==> config.mk <==
export PLATFORM = sky130hd
export DESIGN_NAME = dcs_top
export DESIGN_NICKNAME = d
export VERILOG_FILES = /design/src/rtl/dcs_arbiter.v /design/src/rtl/dcs_top.v
export VERILOG_INCLUDE_DIRS = /design/src /design/src/rtl
export SDC_FILE = /design/constraint.sdc
export NUM_CORES = 2
export LEC_CHECK = 0
export ABC_AREA = 1
export BUFFER_PORTS_ARGS = -buffer_cell sky130_fd_sc_hd__clkbuf_2
export CORE_ASPECT_RATIO = 0.75
export CORE_MARGIN = 5
export CORE_UTILIZATION = 35
export DETAILED_ROUTE_END_ITERATION = 6
export RECOVER_POWER = 25
export SYNTH_ARGS = -nofsm -noshare
export SYNTH_HDL_FRONTEND = slang
export SYNTH_SLANG_ARGS = --single-unit
==> constraint.sdc <==
create_clock -name hclk -period 3.4 [get_ports hclk]
set_input_delay 0.68 -clock hclk [delete_from_list [all_inputs] [get_ports hclk]]
set_output_delay 0.68 -clock hclk [all_outputs]
set_load 0.02 [all_outputs]
==> src/rtl/dcs_defines.vh <==
/*
 * Constants of the four-channel DMA sequencer: register offsets, field
 * positions, reset values and access timing counts.
 * Assumes inclusion by bare name from the sequencer design files.
 */
// Notes on behaviour
// RL1 - Request answered no sooner than four clocks
// RL2 - Read, one idle clock, then write
// RL3 - Internal RAM access lasts two clocks
// RL4 - Peripheral access three clocks plus waits
// RL5 - Soft trigger starts transfer when enabled
// RL6 - Software checks count before retriggering
// RL7 - Selected peripheral interrupt starts transfer
// RL8 - Never mix soft and hardware triggers
// RL9 - Requests during pending or active ignored
// RL10 - Bus hold suspends, release resumes
// RL11 - Terminal count clears enable, sets flag
// RL12 - No terminal count pin off chip
// RL13 - Active channel ignored, highest pending wins
// RL14 - Software programs wait control before use
// RL15 - Reading terminal count flag clears it
// RL16 - Software rereads flag three times
// RL17 - Init bit terminates, restores count
// RL18 - Pause-all termination is software's job
// RL19 - Software repeats init until count matches
// RL20 - Pending flag reads zero when idle
// RL21 - Enable low stops, high resumes
// RL22 - Halfword transfers force address bit zero
// RL23 - Fixed priority, zero highest, per cycle
// RL24 - Bus released after every single transfer
// RL25 - Count updated after each completed cycle
// RL26 - Enables, flags, pendings reset to zero
`ifndef DCS_DEFINES_VH
`define DCS_DEFINES_VH

// Per-channel register block and the global wait control offset
`define DCS_CH_STRIDE   8'h20
`define DCS_OFF_CTRL    5'h00
`define DCS_OFF_FACTOR  5'h04
`define DCS_OFF_COUNT   5'h08
`define DCS_OFF_SRC     5'h0C
`define DCS_OFF_DST     5'h10
`define DCS_OFF_WAITCTL 8'h80

// Control register fields
`define DCS_CTRL_EN     0
`define DCS_CTRL_STG    1
`define DCS_CTRL_INIT   2
`define DCS_CTRL_HALF   3
`define DCS_CTRL_TC     7

// Trigger factor register fields
`define DCS_FAC_HWSEL   6
`define DCS_FAC_PEND    7

// Reset values
`define DCS_WAIT_RST    8'h77
`define DCS_ZERO32      32'h0000_0000

// Address regions, taken from address bits 31:28
`define DCS_RAM_TAG     4'h3
`define DCS_PERI_TAG    4'hF

// Timing in clocks
`define DCS_RESP_CLKS   8'h04
`define DCS_RAM_CLKS    8'h02
`define DCS_PERI_CLKS   8'h03
`define DCS_EXT_CLKS    8'h02

`endif

==> src/rtl/dcs_arbiter.v <==
/*
 * Pending request flags and fixed-priority selection for the channels.
 * Assumes request pulses are qualified by the caller and that grant is
 * consumed by the sequencer one cycle before take pulses.
 */
`default_nettype none

module dcs_arbiter #(
	parameter NCH = 4
) (
	input  wire           hclk,
	input  wire           hresetn,
	input  wire           ce,
	input  wire [NCH-1:0] req_in,
	input  wire [NCH-1:0] active,
	input  wire [NCH-1:0] allow,
	input  wire [NCH-1:0] take,
	input  wire [NCH-1:0] flush,
	output wire [NCH-1:0] pend,
	output wire [NCH-1:0] grant
);

	reg  [NCH-1:0] pend_r;   // Held requests
	wire [NCH-1:0] avail;    // Pending and permitted
	wire [NCH:0]   above;    // Some higher channel available

	assign pend  = pend_r;
	assign avail = pend_r & allow;
	assign above[0] = 1'b0;

	genvar i;
	generate
		for (i = 0; i < NCH; i = i + 1) begin : g_ch
			// Lower index always wins the grant
			assign grant[i]   = avail[i] & ~above[i];          // [RL23]
			assign above[i+1] = above[i] | avail[i];

			// Pending flag per channel
			always @(posedge hclk or negedge hresetn) begin
				if (!hresetn) begin
					pend_r[i] <= 1'b0;                          // [RL26]
				end else if (ce) begin
					if (flush[i] || take[i]) begin
						pend_r[i] <= 1'b0;                      // [RL20]
					end else if (req_in[i] && !active[i]) begin
						// Repeats while held or in flight are dropped
						pend_r[i] <= 1'b1;                      // [RL9] [RL13]
					end
				end
			end
		end
	endgenerate

endmodule

`default_nettype wire

==> src/rtl/dcs_top.v <==
/*
 * Four-channel single-transfer DMA sequencer with an AHB-Lite register
 * slave and a simple memory access port.
 * Assumes one AHB-Lite master, peripheral interrupt pulses synchronous
 * to hclk, and external pins already filtered for noise.
 */
// Chosen here: the AHB-Lite slave port and the address map.
`default_nettype none
`include "dcs_defines.vh"

module dcs_top #(
	parameter NCH  = 4,
	parameter NIRQ = 64,
	parameter CW   = 16
) (
	input  wire            hclk,
	input  wire            hresetn,
	input  wire            ce,
	input  wire            hsel,
	input  wire [31:0]     haddr,
	input  wire [1:0]      htrans,
	input  wire            hwrite,
	input  wire [2:0]      hsize,
	input  wire [31:0]     hwdata,
	input  wire            hready,
	output wire            hreadyout,
	output wire            hresp,
	output wire [31:0]     hrdata,
	input  wire [NIRQ-1:0] periph_irq,
	input  wire            bus_hold,
	output wire            mem_req,
	output wire            mem_we,
	output wire            mem_half,
	output wire [31:0]     mem_addr,
	output wire [15:0]     mem_wdata,
	input  wire [15:0]     mem_rdata,
	input  wire            ext_ready,
	output wire [NCH-1:0]  transfer_end_irq,
	output wire            dma_busy
);

	////////////////////////////////////////////////////////////////////
	// Sequencer states
	localparam [2:0] ST_IDLE  = 3'd0;
	localparam [2:0] ST_RESP  = 3'd1;
	localparam [2:0] ST_READ  = 3'd2;
	localparam [2:0] ST_GAP   = 3'd3;
	localparam [2:0] ST_WRITE = 3'd4;
	localparam [7:0] RESP_LD  = `DCS_RESP_CLKS - 8'h03;

	////////////////////////////////////////////////////////////////////
	// Channel state
	reg  [NCH-1:0]  en_r;             // Channel enables
	reg  [NCH-1:0]  tc_r;             // Terminal count flags
	reg  [NCH-1:0]  half_r;           // Halfword transfer size
	reg  [NCH-1:0]  hwsel_r;          // Hardware trigger selected
	reg  [5:0]      factor_r [0:NCH-1];
	reg  [CW-1:0]   count_r  [0:NCH-1];
	reg  [CW-1:0]   initc_r  [0:NCH-1];
	reg  [31:0]     src_r    [0:NCH-1];
	reg  [31:0]     dst_r    [0:NCH-1];
	reg  [7:0]      wait_r;           // Peripheral wait control
	reg  [NCH-1:0]  irq_r;            // End-of-transfer pulses

	// Bus slave state
	reg             ap_wr_r;          // Write data phase pending
	reg  [7:0]      ap_addr_r;        // Latched write address
	reg  [31:0]     hrdata_r;         // Read data

	// Sequencer state
	reg  [2:0]      state_r;
	reg  [1:0]      ch_r;             // Channel in service
	reg  [NCH-1:0]  act_r;            // One-hot active channel
	reg  [7:0]      acc_r;            // Access clocks remaining
	reg             mreq_r;
	reg             mwe_r;
	reg             mhalf_r;
	reg  [31:0]     maddr_r;
	reg  [15:0]     mwd_r;
	reg  [15:0]     data_r;           // Data between read and write
	reg  [NCH-1:0]  take_r;           // Grant acceptance pulse

	////////////////////////////////////////////////////////////////////
	// Bus decode
	wire        ap_go   = hsel & htrans[1] & hready;
	wire [2:0]  ap_ch   = haddr[7:5];
	wire [4:0]  ap_off  = haddr[4:0];
	wire [2:0]  wr_ch   = ap_addr_r[7:5];
	wire [4:0]  wr_off  = ap_addr_r[4:0];
	wire        ap_rd   = ap_go & ~hwrite;

	////////////////////////////////////////////////////////////////////
	// Request sources and arbitration
	wire [NCH-1:0] soft_req;
	wire [NCH-1:0] hw_req;
	wire [NCH-1:0] init_req;
	wire [NCH-1:0] ready;
	wire [NCH-1:0] pend;
	wire [NCH-1:0] grant;

	genvar g;
	generate
		for (g = 0; g < NCH; g = g + 1) begin : g_req
			// A channel may start only when enabled and not finished
			assign ready[g]    = en_r[g] & ~tc_r[g];
			assign soft_req[g] = ap_wr_r & (wr_ch == g) &
				(wr_off == `DCS_OFF_CTRL) & hwdata[`DCS_CTRL_STG];
			assign hw_req[g]   = hwsel_r[g] & periph_irq[factor_r[g]];
			assign init_req[g] = ap_wr_r & (wr_ch == g) &
				(wr_off == `DCS_OFF_CTRL) & hwdata[`DCS_CTRL_INIT];
		end
	endgenerate

	// Either trigger raises the same request; both at once count once
	wire [NCH-1:0] req_in = (soft_req | hw_req) & ready;  // [RL5] [RL7] [RL8]

	dcs_arbiter #(
		.NCH (NCH)
	) u_arb (
		.hclk    (hclk),
		.hresetn (hresetn),
		.ce      (ce),
		.req_in  (req_in),
		.active  (act_r),
		.allow   (ready),                                 // [RL21]
		.take    (take_r),
		.flush   (init_req),
		.pend    (pend),
		.grant   (grant)
	);

	// Index of the granted channel
	reg [1:0] gidx;
	integer k;
	always @* begin
		gidx = 2'd0;
		for (k = NCH - 1; k >= 0; k = k - 1) begin
			if (grant[k]) begin
				gidx = k[1:0];
			end
		end
	end

	////////////////////////////////////////////////////////////////////
	// Access length for an address, less one
	function [7:0] acc_len;
		input [31:0] a;
		input [7:0]  w;
		begin
			if (a[31:28] == `DCS_RAM_TAG) begin
				acc_len = `DCS_RAM_CLKS - 8'h01;                      // [RL3]
			end else if (a[31:28] == `DCS_PERI_TAG) begin
				acc_len = `DCS_PERI_CLKS - 8'h01 + {4'h0, w[3:0]};   // [RL4]
			end else begin
				acc_len = `DCS_EXT_CLKS - 8'h01;
			end
		end
	endfunction

	// Halfword addresses drop bit zero
	function [31:0] align;
		input [31:0] a;
		input        h;
		begin
			align = h ? {a[31:1], 1'b0} : a;                         // [RL22]
		end
	endfunction

	wire        is_ext = (maddr_r[31:28] != `DCS_RAM_TAG) &&
		(maddr_r[31:28] != `DCS_PERI_TAG);
	// External accesses end when the memory says so
	wire        acc_end = (acc_r == 8'h00) && (!is_ext || ext_ready);
	wire [31:0] step    = mhalf_r ? 32'h0000_0002 : 32'h0000_0001;
	wire [31:0] rd_src  = align(src_r[ch_r], half_r[ch_r]);
	wire [31:0] wr_dst  = align(dst_r[ch_r], half_r[ch_r]);

	////////////////////////////////////////////////////////////////////
	// Sequencer: response delay, read, idle clock, write, release
	always @(posedge hclk or negedge hresetn) begin
		if (!hresetn) begin
			state_r <= ST_IDLE;
			ch_r    <= 2'd0;
			act_r   <= {NCH{1'b0}};
			acc_r   <= 8'h00;
			mreq_r  <= 1'b0;
			mwe_r   <= 1'b0;
			mhalf_r <= 1'b0;
			maddr_r <= `DCS_ZERO32;
			mwd_r   <= 16'h0000;
			data_r  <= 16'h0000;
			take_r  <= {NCH{1'b0}};
		end else if (ce) begin
			take_r <= {NCH{1'b0}};
			case (state_r)
				// Bus is free here for at least one clock
				ST_IDLE: begin
					act_r <= {NCH{1'b0}};
					if (!bus_hold && |grant) begin                    // [RL24]
						ch_r    <= gidx;
						act_r   <= grant;                             // [RL13]
						take_r  <= grant;
						acc_r   <= RESP_LD;
						state_r <= ST_RESP;
					end
				end
				// Pad the response out to its minimum
				ST_RESP: begin
					if (!bus_hold) begin
						if (acc_r == 8'h00) begin
							mreq_r  <= 1'b1;                          // [RL1]
							mwe_r   <= 1'b0;
							mhalf_r <= half_r[ch_r];
							maddr_r <= rd_src;
							acc_r   <= acc_len(rd_src, wait_r);
							state_r <= ST_READ;
						end else begin
							acc_r <= acc_r - 8'h01;
						end
					end
				end
				// Source read; a hold drops and later reissues it
				ST_READ: begin
					if (bus_hold) begin
						mreq_r <= 1'b0;                               // [RL10]
						acc_r  <= acc_len(maddr_r, wait_r);
					end else if (!mreq_r) begin
						mreq_r <= 1'b1;                               // [RL10]
					end else if (acc_end) begin
						mreq_r  <= 1'b0;
						data_r  <= mem_rdata;
						state_r <= ST_GAP;                            // [RL2]
					end else if (acc_r != 8'h00) begin
						acc_r <= acc_r - 8'h01;
					end
				end
				// One idle clock before the write, longer while bus_hold is high
				ST_GAP: begin
					if (!bus_hold) begin
						mreq_r  <= 1'b1;                              // [RL2]
						mwe_r   <= 1'b1;
						maddr_r <= wr_dst;
						mwd_r   <= data_r;
						acc_r   <= acc_len(wr_dst, wait_r);
						state_r <= ST_WRITE;
					end
				end
				// Destination write, then release the bus
				ST_WRITE: begin
					if (bus_hold) begin
						mreq_r <= 1'b0;                               // [RL10]
						acc_r  <= acc_len(maddr_r, wait_r);
					end else if (!mreq_r) begin
						mreq_r <= 1'b1;
					end else if (acc_end) begin
						mreq_r  <= 1'b0;
						mwe_r   <= 1'b0;
						state_r <= ST_IDLE;                           // [RL24]
					end else if (acc_r != 8'h00) begin
						acc_r <= acc_r - 8'h01;
					end
				end
				default: begin
					state_r <= ST_IDLE;
				end
			endcase
		end
	end

	// Completion of a cycle, seen on the final write edge
	wire cyc_done = (state_r == ST_WRITE) && !bus_hold && mreq_r && acc_end;

	////////////////////////////////////////////////////////////////////
	// Bus slave: latch writes, answer reads from the address phase
	always @(posedge hclk or negedge hresetn) begin
		if (!hresetn) begin
			ap_wr_r   <= 1'b0;
			ap_addr_r <= 8'h00;
			hrdata_r  <= `DCS_ZERO32;
		end else if (ce) begin
			ap_wr_r <= ap_go & hwrite;
			if (ap_go) begin
				ap_addr_r <= haddr[7:0];
			end
			if (ap_rd) begin
				hrdata_r <= `DCS_ZERO32;
				if (haddr[7:0] == `DCS_OFF_WAITCTL) begin
					hrdata_r <= {24'h00_0000, wait_r};
				end else if (ap_ch >= NCH || haddr[31:8] != 24'h00_0000) begin
					hrdata_r <= `DCS_ZERO32;
				end else if (ap_off == `DCS_OFF_CTRL) begin
					hrdata_r[`DCS_CTRL_EN]   <= en_r[ap_ch[1:0]];
					hrdata_r[`DCS_CTRL_HALF] <= half_r[ap_ch[1:0]];
					hrdata_r[`DCS_CTRL_TC]   <= tc_r[ap_ch[1:0]];
				end else if (ap_off == `DCS_OFF_FACTOR) begin
					hrdata_r[5:0]             <= factor_r[ap_ch[1:0]];
					hrdata_r[`DCS_FAC_HWSEL] <= hwsel_r[ap_ch[1:0]];
					hrdata_r[`DCS_FAC_PEND]  <= pend[ap_ch[1:0]];  // [RL20]
				end else if (ap_off == `DCS_OFF_COUNT) begin
					hrdata_r[CW-1:0] <= count_r[ap_ch[1:0]];       // [RL25]
				end else if (ap_off == `DCS_OFF_SRC) begin
					hrdata_r <= src_r[ap_ch[1:0]];
				end else if (ap_off == `DCS_OFF_DST) begin
					hrdata_r <= dst_r[ap_ch[1:0]];
				end
			end
		end
	end

	// Global peripheral wait control
	always @(posedge hclk or negedge hresetn) begin
		if (!hresetn) begin
			wait_r <= `DCS_WAIT_RST;
		end else if (ce && ap_wr_r && ap_addr_r == `DCS_OFF_WAITCTL) begin
			wait_r <= hwdata[7:0];
		end
	end

	////////////////////////////////////////////////////////////////////
	// Per-channel registers and completion handling
	genvar c;
	generate
		for (c = 0; c < NCH; c = c + 1) begin : g_chan
			wire wr_hit  = ap_wr_r && (wr_ch == c) && (ap_addr_r[7] == 1'b0);
			wire rd_ctrl = ap_rd && (ap_ch == c) && (ap_off == `DCS_OFF_CTRL) &&
				(haddr[31:8] == 24'h00_0000);
			wire fin     = cyc_done && (ch_r == c);
			wire last    = fin && (count_r[c] == {{(CW-1){1'b0}}, 1'b1});

			always @(posedge hclk or negedge hresetn) begin
				if (!hresetn) begin
					en_r[c]     <= 1'b0;                          // [RL26]
					tc_r[c]     <= 1'b0;
					half_r[c]   <= 1'b0;
					hwsel_r[c]  <= 1'b0;
					factor_r[c] <= 6'h00;
					count_r[c]  <= {CW{1'b0}};
					initc_r[c]  <= {CW{1'b0}};
					src_r[c]    <= `DCS_ZERO32;
					dst_r[c]    <= `DCS_ZERO32;
					irq_r[c]    <= 1'b0;
				end else if (ce) begin
					irq_r[c] <= last;                             // [RL11] [RL12]
					// Software writes
					if (wr_hit && wr_off == `DCS_OFF_CTRL) begin
						en_r[c]   <= hwdata[`DCS_CTRL_EN];        // [RL21]
						half_r[c] <= hwdata[`DCS_CTRL_HALF];
					end
					if (wr_hit && wr_off == `DCS_OFF_FACTOR) begin
						factor_r[c] <= hwdata[5:0];
						hwsel_r[c]  <= hwdata[`DCS_FAC_HWSEL];
					end
					if (wr_hit && wr_off == `DCS_OFF_SRC) begin
						src_r[c] <= hwdata;
					end
					if (wr_hit && wr_off == `DCS_OFF_DST) begin
						dst_r[c] <= hwdata;
					end
					// Count write also sets the reload value
					if (wr_hit && wr_off == `DCS_OFF_COUNT) begin
						count_r[c] <= hwdata[CW-1:0];
						initc_r[c] <= hwdata[CW-1:0];
					end else if (last || init_req[c]) begin
						count_r[c] <= initc_r[c];                 // [RL17]
					end else if (fin) begin
						count_r[c] <= count_r[c] - {{(CW-1){1'b0}}, 1'b1}; // [RL25]
					end
					// Addresses advance after each completed cycle
					if (fin) begin
						src_r[c] <= src_r[c] + step;
						dst_r[c] <= dst_r[c] + step;
					end
					// Terminal count: stop channel, flag sticks
					if (last) begin
						en_r[c] <= 1'b0;                          // [RL11]
						tc_r[c] <= 1'b1;
					end else if (init_req[c]) begin
						en_r[c] <= 1'b0;                          // [RL17]
					end else if (rd_ctrl) begin
						tc_r[c] <= 1'b0;                          // [RL15]
					end
				end
			end
		end
	endgenerate

	////////////////////////////////////////////////////////////////////
	// Outputs, all from flip-flops
	reg hready_r;
	reg busy_r;
	always @(posedge hclk or negedge hresetn) begin
		if (!hresetn) begin
			hready_r <= 1'b0;
			busy_r   <= 1'b0;
		end else if (ce) begin
			hready_r <= 1'b1;
			busy_r   <= (state_r != ST_IDLE) || (|grant && !bus_hold);
		end
	end

	assign hreadyout        = hready_r;
	assign hresp            = 1'b0 & hready_r;
	assign hrdata           = hrdata_r;
	assign mem_req          = mreq_r;
	assign mem_we           = mwe_r;
	assign mem_half         = mhalf_r;
	assign mem_addr         = maddr_r;
	assign mem_wdata        = mwd_r;
	assign transfer_end_irq = irq_r;
	assign dma_busy         = busy_r;

endmodule

`default_nettype wire

==> results.md <==
* Status: complete, but fails checks
* Failing checks: DRC, capacitance limit, slew limit
* DP HPWL at 150000 um
* Io pins at 247
* Clk pin slew, worst setup/hold paths at 60 ps
* Clk sinks at 571
* Number of synthesized flops with an enable pin at 0
* Post-Place Cells at 7524
* Vias in the first global route at 39600
* Area delta synth->final at 15.2%
* Min cycle time layout at 3310 ps
* Max Root-Sink Buffers at 3
* First-pass DRT Iterations at 7
* CP Max Fanout at 11
* ANT nets after route at 0
* Data arrival, critical path at 3860 ps
* Synthesized net count at 6062
* Internal power at 13.9 mW
* Root Buffer: clkbuf_16
* Final-report setup violation count at 0
* Overflow left after global routing at 0
* Hold_sp: mem_rdata[11]
* Hold Slack at 261 ps
* Netlist cell types at 53
* Placement Cell Area at 43300 um2
* Port buffer count at 241
* Sequential share of the synthesized area at 0.361
* Die area at 120000 um2
* Worst-skew pair later-pin latency at 690 ps
* Mapped Area at 39600 um2
* CP max stage cell: nand2_1
* RSZ-0062 raised after global routing: no
* Overall power at 22.3 mW
* Kind of end point of the critical path: flop
* Core area at 112000 um2
* Async SR Flop Fraction at 1.00
* Drt initial violations at 6589
* Critical path's most frequent cell: nand2_1
* Nets at 6275
* VDD IR-drop max at 0.363 mV
* CTS Buf Count at 68
* Die H at 301 um
* Largest net degree at the start of global routing at 64
* CTS tree: yes
* Die X at 398 um
* Worst Skew at 56.4 ps
* Critical Path Source: mem_addr[29]
* WL met2 at 71100 um
* Top cell family by delay on the critical path: simple AND/OR/NAND/NOR gates
* Avg Cell Area, Syn at 6.74 um2
* Fin. Hold Viols at 0
* Met1 Routed Length at 84700 um
* Period utilization at 0.974
* Total Routing Usage GR at 0.312
* Via density per instance at 5.74
* RR Startpoint: mem_addr[29]
* Top_reg_cell synth: dfrtp_1
* Worst Hold Class: primary input to flop
* Met3 WL at 32500 um
* Tightest Pin Transition at 2090 ps
* Drt wl/cell at 25.2 um
* Leakage at 21.1 nW
* NetSw at 8.40 mW
* Row count at 106
* Layout Cells excl Fill at 7646
* Synth warnings at 0
* Buf/Inv on CP at 4
* Combinational Power Share at 0.267
* WL final at 193000 um
* Detailed-route DRC error count at 9
* Antenna violations before repair at 9
* Max-Cap Viols at 2
* Total number of vias at 43900
* Number of synthesized register bits at 571
* Max_slew headroom at -0.394
* Fmax at 0.302 GHz
* Initial core utilization at 0.354
* Htree depth at 3
* Clk pwr share at 0.352
* Post-route cell area at 45600 um2
* Sw frac at 0.377
* P per Cell Area at 489 nW/um2
* Post-CTS Setup Repair Bufs at 0
* Post-Syn Instances at 5870
* Setup crit start kind: flop
* Worst path max stage delay at 440 ps
* First-pass GRT wire length at 276000 um
* Sequential power share at 0.381
* Crit path kind: flop to flop
* Uppermost layer routed: met5
* Share of cells above drive strength 1 at 0.103
* Fin Setup TNS at 0 ps
* CP cell instances: nand2_1 -> inv_1 -> nand3_1 -> nand3b_1 -> nand2_1 -> inv_2 -> nand3_2 -> nor2_4 -> inv_2 -> nand3_1 -> nand2_1 -> clkinvlp_4 -> o211ai_1 -> nand2_1
* Data required time of the critical path at 3950 ps
* GP Congestion at 1.04
* Fin. max-slew vios at 81
==> per-stage QoR <==
step / util / setup slack [ps]
after floorplan: - / 118
after global placement: 0.387 / 152
after detailed placement: 0.387 / 81.4
after CTS: 0.408 / 65.0
after global routing: 0.408 / 20.8
final: 0.408 / 87.8
==> registers in the layout (all words and copies together) (netlist names), 16 cells and up <==
| signal | count |
|---|---|
| dst_r | 128 |
| src_r | 128 |
| count_r | 64 |
| initc_r | 64 |
| hrdata | 32 |
| mem_addr | 32 |
| factor_r | 24 |
| data_r | 16 |
| mem_wdata | 16 |
==> what timing repair did <==
item                                    CTS  global route
endpoints found under the hold margin     2             0
endpoints found under the setup margin    0            10
hold buffers                              1             0
gates resized for setup                   0             2
==> cell families (layout without fill, tap and decap cells) <==
group           Yosys count  in the layout  synth area share
buf+inv                 821           1084            0.0796
fa+ha+maj                35             35            0.0126
compound gates         1191           1191             0.170
simple gates           2952           2952             0.308
flops                   571            571             0.361
other cells               1              2         0.0000947
mux                      33             33           0.00939
xor+xnor                266            266            0.0589
==> per-layer routing <==
metal / track usage / vias up
li1: - / 19900
met5: 0 / -
met2: 0.397 / 2732
met4: 0.0668 / 4
met3: 0.159 / 281
met1: 0.460 / 21000
==> placed cells by master (no fill, tap or decap), types with 21 or more instances in the layout <==
cell type	synthesis	final
a21oi_1	131	130
a31oi_1	66	66
buf_4	4	165
clkbuf_16	0	69
clkbuf_2	1	244
dfrtp_1	565	565
ha_1	27	27
inv_1	514	512
mux2_2	33	33
nand2_1	1849	1842
nand3_1	384	384
nand4_1	92	92
nor2_1	407	402
nor3_1	150	150
nor4_1	33	33
o2111ai_1	33	33
o211ai_1	27	27
o21ai_0	629	629
o22ai_1	224	224
o31ai_1	21	21
xor2_1	249	249
==> synthesized netlist by cell type (43+ instances only) <==
library cell	count	area share
a31oi_1	66	0.010
nand2_1	1849	0.18
a21oi_1	131	0.017
o21ai_0	629	0.080
nor2_1	407	0.039
nand4_1	92	0.015
dfrtp_1	565	0.36
buf_2	43	0.0054
inv_1	514	0.049
o22ai_1	224	0.035
xor2_1	249	0.055
nor3_1	150	0.019
nand3_1	384	0.049
clkbuf_1	220	0.021
==> final timing paths <==
| path | end | slack, ps | depth (start not counted) |
|---|---|---|---|
| min in group asynchronous | initc_r[47] | 1120 | 2 |
| worst min register to register | hreadyout | 480 | 1 |
| worst max-delay path | count_r[41] | 90 | 14 |
| worst min-delay path | data_r[11] | 260 | 2 |
| worst max register to register | count_r[41] | 90 | 14 |
| max in group asynchronous | mem_wdata[2] | 440 | 3 |
==> power groups by stage <==
stage | logic [mW] | clock network [mW] | registers, mW
2_1_floorplan | 3.14 | 0 | 8.52
3_3_place_gp | 5.67 | 0 | 8.57
3_5_place_dp | 5.71 | 0 | 8.57
4_1_cts | 5.74 | 7.94 | 8.46
5_1_grt | 6.41 | 8.21 | 8.57
6_report | 5.95 | 7.86 | 8.50
==> final cells by class <==
cell class	count	area [um2]
Antenna cell	1	2.50
Clock buffer	93	1960
Clock inverter	27	345
Fill cell	11900	66300
Inverter	529	1990
Multi-Input combinational cell	4478	22200
Sequential cell	571	14300
Tap cell	1512	1890
Timing Repair Buffer	435	2890
Power figures use the tool's default switching activity.
